===== src/cpu_addr_regs.vh =====
// constants of the cpu addressing mode unit
// assumes: included by cpu_addressing_mode_unit.v and its checker
`ifndef CPU_ADDR_REGS_VH
`define CPU_ADDR_REGS_VH

// ****************************************
// addressing modes
// ****************************************
`define MODE_DIR       3'h0
`define MODE_EXT       3'h1
`define MODE_IX        3'h2
`define MODE_IX1       3'h3
`define MODE_IX2       3'h4
`define MODE_REL       3'h5
`define MODE_IMM       3'h6
`define MODE_INH       3'h7

// ****************************************
// instruction classes
// ****************************************
`define CLS_REG_MEM    3'h0
`define CLS_RMW        3'h1
`define CLS_JUMP       3'h2
`define CLS_BRANCH     3'h3
`define CLS_BIT_BRANCH 3'h4
`define CLS_BIT_MANIP  3'h5
`define CLS_CONTROL    3'h6

// ****************************************
// branch conditions
// ****************************************
`define COND_ALWAYS    4'h0
`define COND_NEVER     4'h1
`define COND_HIGHER    4'h2
`define COND_LOW_SAME  4'h3
`define COND_C_CLEAR   4'h4
`define COND_C_SET     4'h5
`define COND_Z_CLEAR   4'h6
`define COND_Z_SET     4'h7
`define COND_H_CLEAR   4'h8
`define COND_H_SET     4'h9
`define COND_N_CLEAR   4'hA
`define COND_N_SET     4'hB
`define COND_I_CLEAR   4'hC
`define COND_I_SET     4'hD
`define COND_IRQ_LOW   4'hE
`define COND_IRQ_HIGH  4'hF

// ****************************************
// read-modify-write operations
// ****************************************
`define RMW_INC        4'h0
`define RMW_DEC        4'h1
`define RMW_CLR        4'h2
`define RMW_COM        4'h3
`define RMW_NEG        4'h4
`define RMW_ROL        4'h5
`define RMW_ROR        4'h6
`define RMW_LOGIC_SHL  4'h7
`define RMW_LSR        4'h8
`define RMW_ASR        4'h9
`define RMW_TST        4'hA
`define RMW_ARITH_SHL  4'hB

// ****************************************
// lengths, widths and timing
// ****************************************
`define LEN_ONE        2'h1
`define LEN_TWO        2'h2
`define LEN_THREE      2'h3
`define ZERO_BYTE      8'h00
`define MUL_CYCLES     4'hB
`define MUL_STEPS      4'h8
`define CNT_ZERO       4'h0
`define CNT_ONE        4'h1

`endif


===== src/cpu_addressing_mode_unit.v =====
// operand address, instruction length, mode legality, branch target and multiply
// assumes: opcode bytes and cpu registers stable on START; one clock, sync reset
`timescale 1ns/100ps
`include "cpu_addr_regs.vh"

module cpu_addressing_mode_unit (
  // clock and reset
  input  wire        CLOCK,
  input  wire        RST,
  // decode request
  input  wire        START,
  input  wire [2:0]  MODE,
  input  wire [2:0]  OP_CLASS,
  input  wire [3:0]  COND,
  input  wire        BIT_SENSE,
  input  wire [3:0]  RMW_OP,
  input  wire [7:0]  OPERAND1,
  input  wire [7:0]  OPERAND2,
  // cpu state
  input  wire [7:0]  INDEX,
  input  wire [7:0]  ACCUM,
  input  wire [15:0] PC_BASE,
  input  wire        FLAG_C,
  input  wire        FLAG_Z,
  input  wire        FLAG_N,
  input  wire        FLAG_H,
  input  wire        FLAG_I,
  input  wire        IRQ_LEVEL,
  input  wire        TEST_BIT,
  // decode answer
  output reg         DONE,
  output reg  [15:0] EFF_ADDR,
  output reg  [1:0]  INSTR_LEN,
  output reg         MODE_OK,
  output reg  [15:0] NEXT_PC,
  output reg         TAKEN,
  output reg  [3:0]  RMW_CODE,
  // multiply
  input  wire        MUL_START,
  output reg         MUL_BUSY,
  output reg         MUL_DONE,
  output reg  [7:0]  MUL_HIGH,
  output reg  [7:0]  MUL_LOW
);

  // ****************************************
  // functions
  // ****************************************
  function mode_allowed;
    input [2:0] cls;
    input [2:0] mode;
    begin
      mode_allowed = 1'b0;
      case (cls)
        `CLS_REG_MEM:    mode_allowed = (mode != `MODE_REL) && (mode != `MODE_INH);
        `CLS_RMW:        mode_allowed = (mode == `MODE_DIR) || (mode == `MODE_IX) ||
                                        (mode == `MODE_IX1) || (mode == `MODE_INH);
        `CLS_JUMP:       mode_allowed = (mode == `MODE_DIR) || (mode == `MODE_EXT) ||
                                        (mode == `MODE_IX) || (mode == `MODE_IX1) ||
                                        (mode == `MODE_IX2);
        `CLS_BRANCH:     mode_allowed = (mode == `MODE_REL);
        `CLS_BIT_BRANCH: mode_allowed = (mode == `MODE_DIR) || (mode == `MODE_REL);
        `CLS_BIT_MANIP:  mode_allowed = (mode == `MODE_DIR);
        `CLS_CONTROL:    mode_allowed = (mode == `MODE_INH);
        default:         mode_allowed = 1'b0;
      endcase
    end
  endfunction

  function [1:0] length_of;
    input [2:0] cls;
    input [2:0] mode;
    begin
      length_of = `LEN_ONE;
      case (mode)
        `MODE_DIR: length_of = (cls == `CLS_BIT_BRANCH) ? `LEN_THREE : `LEN_TWO;
        `MODE_EXT: length_of = `LEN_THREE;
        `MODE_IX:  length_of = `LEN_ONE;
        `MODE_IX1: length_of = `LEN_TWO;
        `MODE_IX2: length_of = `LEN_THREE;
        `MODE_REL: length_of = (cls == `CLS_BIT_BRANCH) ? `LEN_THREE : `LEN_TWO;
        `MODE_IMM: length_of = `LEN_TWO;
        `MODE_INH: length_of = `LEN_ONE;
        default:   length_of = `LEN_ONE;
      endcase
    end
  endfunction

  function cond_true;
    input [3:0] cond;
    input       c;
    input       z;
    input       n;
    input       h;
    input       i;
    input       irq;
    begin
      cond_true = 1'b0;
      case (cond)
        `COND_ALWAYS:   cond_true = 1'b1;
        `COND_NEVER:    cond_true = 1'b0;
        `COND_HIGHER:   cond_true = ~(c | z);
        `COND_LOW_SAME: cond_true = c | z;
        `COND_C_CLEAR:  cond_true = ~c;
        `COND_C_SET:    cond_true = c;
        `COND_Z_CLEAR:  cond_true = ~z;
        `COND_Z_SET:    cond_true = z;
        `COND_H_CLEAR:  cond_true = ~h;
        `COND_H_SET:    cond_true = h;
        `COND_N_CLEAR:  cond_true = ~n;
        `COND_N_SET:    cond_true = n;
        `COND_I_CLEAR:  cond_true = ~i;
        `COND_I_SET:    cond_true = i;
        `COND_IRQ_LOW:  cond_true = ~irq;
        `COND_IRQ_HIGH: cond_true = irq;
        default:        cond_true = 1'b0;
      endcase
    end
  endfunction

  // ****************************************
  // combinational decode
  // ****************************************
  reg [15:0] next_eff_addr;
  reg [15:0] next_pc;
  reg        next_taken;
  reg [3:0]  next_rmw_code;
  reg [7:0]  rel_offset;

  always @* begin
    rel_offset = (OP_CLASS == `CLS_BIT_BRANCH) ? OPERAND2 : OPERAND1;
    case (MODE)
      `MODE_DIR: next_eff_addr = {`ZERO_BYTE, OPERAND1};
      `MODE_EXT: next_eff_addr = {OPERAND1, OPERAND2};
      `MODE_IX:  next_eff_addr = {`ZERO_BYTE, INDEX};
      `MODE_IX1: next_eff_addr = {`ZERO_BYTE, OPERAND1} + {`ZERO_BYTE, INDEX};
      `MODE_IX2: next_eff_addr = {OPERAND1, OPERAND2} + {`ZERO_BYTE, INDEX};
      default:   next_eff_addr = {`ZERO_BYTE, OPERAND1};
    endcase
    if (OP_CLASS == `CLS_BIT_BRANCH)
      next_taken = (TEST_BIT == BIT_SENSE);
    else if (OP_CLASS == `CLS_BRANCH)
      next_taken = cond_true(COND, FLAG_C, FLAG_Z, FLAG_N, FLAG_H, FLAG_I, IRQ_LEVEL);
    else
      next_taken = 1'b0;
    // pc base is the location after the branch instruction
    if (next_taken)
      next_pc = PC_BASE + {{8{rel_offset[7]}}, rel_offset};
    else
      next_pc = PC_BASE;
    next_rmw_code = (RMW_OP == `RMW_ARITH_SHL) ? `RMW_LOGIC_SHL : RMW_OP;
  end

  // ****************************************
  // registered decode answer
  // ****************************************
  always @(posedge CLOCK) begin
    if (RST) begin
      DONE      <= 1'b0;
      EFF_ADDR  <= 16'h0000;
      INSTR_LEN <= 2'h0;
      MODE_OK   <= 1'b0;
      NEXT_PC   <= 16'h0000;
      TAKEN     <= 1'b0;
      RMW_CODE  <= 4'h0;
    end else begin
      DONE <= START;
      if (START) begin
        EFF_ADDR  <= next_eff_addr;
        INSTR_LEN <= length_of(OP_CLASS, MODE);
        MODE_OK   <= mode_allowed(OP_CLASS, MODE);
        NEXT_PC   <= next_pc;
        TAKEN     <= next_taken;
        RMW_CODE  <= next_rmw_code;
      end
    end
  end

  // ****************************************
  // multiply sequencer
  // ****************************************
  localparam [1:0] ST_IDLE = 2'b01;
  localparam [1:0] ST_RUN  = 2'b10;

  reg [1:0]  state;
  reg [3:0]  count;
  reg [7:0]  multiplicand;
  reg [15:0] product;

  wire [8:0] partial = {1'b0, product[15:8]} + (product[0] ? {1'b0, multiplicand} : 9'h000);

  always @(posedge CLOCK) begin
    if (RST) begin
      state        <= ST_IDLE;
      count        <= `CNT_ZERO;
      multiplicand <= 8'h00;
      product      <= 16'h0000;
      MUL_BUSY     <= 1'b0;
      MUL_DONE     <= 1'b0;
      MUL_HIGH     <= 8'h00;
      MUL_LOW      <= 8'h00;
    end else begin
      MUL_DONE <= 1'b0;
      case (state)
        ST_IDLE: begin
          if (MUL_START) begin
            multiplicand <= ACCUM;
            product      <= {`ZERO_BYTE, INDEX};
            count        <= `CNT_ONE;
            MUL_BUSY     <= 1'b1;
            state        <= ST_RUN;
          end
        end
        ST_RUN: begin
          // eight add-shift steps, then idle steps to fill the cycle budget
          if (count <= `MUL_STEPS)
            product <= {partial, product[7:1]};
          // registered on the last edge of the budget so done shows in the eleventh cycle
          if (count == (`MUL_CYCLES - `CNT_ONE)) begin
            MUL_HIGH <= product[15:8];
            MUL_LOW  <= product[7:0];
            MUL_DONE <= 1'b1;
            MUL_BUSY <= 1'b0;
            state    <= ST_IDLE;
          end else begin
            count <= count + `CNT_ONE;
          end
        end
        default: state <= ST_IDLE;
      endcase
    end
  end

endmodule


===== config.mk =====
export PLATFORM = sky130hd
export DESIGN_NAME = cpu_addressing_mode_unit
export DESIGN_NICKNAME = d
export VERILOG_FILES = /design/src/cpu_addressing_mode_unit.v
export VERILOG_INCLUDE_DIRS = /design/src
export SDC_FILE = /design/constraint.sdc
export NUM_CORES = 1
export LEC_CHECK = 0
export BUFFER_PORTS_ARGS = -buffer_cell sky130_fd_sc_hd__buf_2
export CORE_MARGIN = 2
export CORE_UTILIZATION = 30
export CTS_BUF_LIST = sky130_fd_sc_hd__clkbuf_4
export DETAILED_ROUTE_END_ITERATION = 8
export GPL_TIMING_DRIVEN = 0
export PLACE_DENSITY = 0.55
export SYNTH_ARGS = -nofsm -noshare
export SYNTH_HDL_FRONTEND = slang
export SYNTH_SLANG_ARGS = --single-unit

===== constraint.sdc =====
create_clock -name CLOCK -period 4.4 [get_ports CLOCK]
set_input_delay 0.22 -clock CLOCK [delete_from_list [all_inputs] [get_ports CLOCK]]
set_output_delay 0.22 -clock CLOCK [all_outputs]
set_load 0.01 [all_outputs]

==> results by group <==
Routing
  • Final Routed Wirelength: 19700 um
  • DR WL/cell: 16.7 um
  • Post-route DRC: 0
  • Remaining antenna violation count: 0
  • Detailed Route Iter0 Violations: 335
  • Vias per inst: 5.12
  • Via Count: 6072
  • DRT Pass-1 Iters: 5

Pwr
  • Worst IR Drop VDD: 0.110 mV
  • Leakage: 3.18 nW
  • PwrDens: 269 nW/um^2
  • Power, Total: 0.00196 W

Floorplanning
  • Core box area: 19600 um^2
  • I/O pin cnt: 133
  • Die Footprint: 21300 um^2
  • Die Y-Extent: 146 um
  • Site row count: 51
  • Die Wd: 146 um
  • Initial core utilization: 30.8%

Clock tree
  • Clk slew on worst S/H paths: 0.18 ns
  • Hold-fix buffers, CTS: 11
  • Post_cts resized: 0
  • Clk sinks: 89
  • Root Buffer Master: clkbuf_4
  • CTS HTree Levels: 3
  • Clock Path Buffers: 2
  • Skew-Pair Late Insertion Delay: 0.49 ns
  • Num CTS Buffers: 9
  • Post-CTS Setup Bufs: 0
  • CTS tree: done

Place
  • Final GP Congestion: 0.885
  • Dpl hpwl: 15300 um
  • Port Buffers: 128

Timing
  • Unrepaired setup endpoints after global routing: false
  • Max Fclk: 287 MHz
  • Least-Margin Pin Slew: 0.764 ns
  • Final Hold Fails: 0
  • Setup TNS: 0 ns
  • Min Tclk post-route: 3.48 ns
  • Slew Viols, Final: 0
  • Worst-case clock skew: 0.0142 ns
  • Final setup vio count: 0
  • Fin crit share: 79.1%
  • Max-slew headroom: 48.8%

Global routing
  • Antenna violations before repair: 3
  • Pin count of the biggest net entering global routing: 17
  • Congestion Overflow GR: 0
  • Global-route wire length before repair: 31700 um
  • All-Layer GR Usage: 18.7%
  • Vias in the first global route: 5764

Synthesis
  • Most numerous cell in the Yosys netlist: nand2_1
  • Post-Syn Area: 6040 um^2
  • Register bit total from synthesis: 89
  • Library cell with the largest summed area after synthesis: dfxtp_1
  • Post-synth EDFFs: 0
  • Synthesized instance count: 762
  • Register area share after synthesis: 29.5%
  • Mean post-synth cell area: 7.93 um^2
  • List of most frequent post-synthesis cells: nand2_1, dfxtp_1, a21oi_1, nor2_1, ha_1
  • Async SR Flop Fraction: 0%
  • Ranking of synthesized cells by area: dfxtp_1, ha_1, nand2_1
  • Top_reg_cell synth: dfxtp_1
  • Yosys warning count: 0
  • Top cell type's share of synthesized area: 29.5%
  • Syn_nets: 884
  • Netlist cell types: 65

Critical path
  • CP endpoint kind: flop
  • Largest fanout on the critical path: 10
  • Crit-path cells: buf_2 > nor3b_2 > clkbuf_1 > mux2_2 > ha_1 > a211oi_1 > o21ai_0 > a311o_1 > or4_1 > a32oi_1 > xnor2_1 > a211oi_2
  • CP Data Required Time: 4.81 ns
  • Crit path max-delay cell type: nor3b_2
  • CP max stage delay: 0.47 ns
  • Crit path DAT: 3.89 ns
  • Buf+Inv Stages, Crit Path: 2
  • Worst setup SP type: input pin
  • Crit-path leading delay family: compound AO/OA/AOI/OAI gates
  • Setup CP Type: input pin to flop

Layout
  • Fillers: 2127
  • Multi-input gate area: 3940 um^2
  • Nets: 1034
  • Layout cells sized above 1: 18.3%
  • Area Growth Syn to Fin: 20.6%
  • Register area: 1780 um^2

Flow run
  • Max cap viols: 0

Run status
  • Outcome: finished, final reports clean

Worst hold path
  • Hold Path Class: input pin to flop
==> state kept, by name (all words and copies together) (netlist names) <==
name          flops
MODE_OK           1
NEXT_PC          16
multiplicand      8
INSTR_LEN         2
MUL_HIGH          8
TAKEN             1
product          16
state             2
count             4
RMW_CODE          4
MUL_LOW           8
MUL_DONE          1
EFF_ADDR         16
MUL_BUSY          1
DONE              1
==> cells in the final DEF (no fill, tap or decap), drive strengths merged, types with 5 or more instances in the layout <==
| cell | instances |
|---|---|
| and2 | 11 |
| o21ai | 33 |
| nand2 | 99 |
| dfxtp | 89 |
| mux2 | 5 |
| xnor2 | 23 |
| o211ai | 11 |
| a221oi | 6 |
| a21oi | 74 |
| nor2b | 14 |
| nand4b | 5 |
| nor2 | 66 |
| a211oi | 25 |
| clkbuf | 43 |
| xor2 | 14 |
| a31oi | 8 |
| nand3 | 13 |
| a311oi | 11 |
| buf | 138 |
| dlygate4sd3 | 11 |
| mux2i | 18 |
| inv | 30 |
| nand2b | 16 |
| nor3 | 15 |
| ha | 44 |
| a21o | 18 |
| o22ai | 6 |
==> area by class of cell <==
class	instances	share of cell area [%]
Multi-Input combinational cell	601	54.1
Buffer	44	2.94
Clock inverter	6	1.05
Antenna cell	4	0.137
Sequential cell	89	24.5
Inverter	28	1.44
Clock buffer	10	1.03
Tap cell	265	4.55
Timing Repair Buffer	139	10.3
==> metrics by stage <==
step | hold slack, ns | instances | area (um^2) | worst slack [ns] | util [%]
2_1_floorplan | 0.356 | 762 | 6040 | 1.24 | -
3_5_place_dp | 0.444 | 1155 | 7010 | 0.445 | 35.8
6_report | 0.0203 | 1186 | 7280 | 0.919 | 37.2
3_3_place_gp | 0.438 | 1155 | 7010 | 0.445 | 35.8
5_1_grt | 0.0194 | 1183 | 7280 | 0.767 | 37.1
4_1_cts | 0.00267 | 1182 | 7270 | 0.969 | 37.1
==> path summary, 6_finish.rpt <==
| check | depth (start not counted) | slack (ns) | to | start |
|---|---|---|---|---|
| worst max-delay path | 12 | 0.92 | NEXT_PC[15] | OP_CLASS[1] |
| worst min-delay path | 3 | 0.02 | NEXT_PC[2] | PC_BASE[2] |
| worst max register to register | 12 | 2.04 | product[13] | product[0] |
| worst min register to register | 2 | 0.46 | MUL_LOW[1] | MUL_LOW[1] |
==> metal layers <==
metal / wire length, um / part of all wire [%] / vias up / global-route usage (%)
li1: - / - / 3057 / -
met1: 9150 / 46 / 2815 / 24.3
met2: 9060 / 46 / 175 / 31.1
met3: 1210 / 6.1 / 25 / 4.48
met4: 329 / 1.7 / 0 / 4.95
met5: 0 / 0 / - / 0
==> cells by family after synthesis <==
kind of cell	count (synthesis)	share of synthesized area, %
AOI/OAI and AO/OA	231	25.1
xor gates and xnor gates	37	5.37
adders and majority gates	48	10.4
buffers and inverters	72	5.28
DFF	89	29.5
muxes	23	3.92
and+or+nand+nor	262	20.4
==> worst register-to-register path, stage by stage (launching register included) <==
cell      delay (ns)
dfxtp_1         0.34
clkbuf_1        0.34
and2_1          0.19
ha_1            0.15
inv_1           0.05
fa_1            0.39
nor2b_1         0.12
o21ai_0         0.08
nand2b_1        0.11
a21o_1          0.13
a21o_1          0.14
xnor2_1         0.12
o31ai_1         0.07
==> power by group <==
group          switching, W  internal, W
clock network      0.000332     0.000188
logic              0.000330     0.000236
registers         0.0000256     0.000849
No activity file was read; power rests on OpenSTA's default activity.
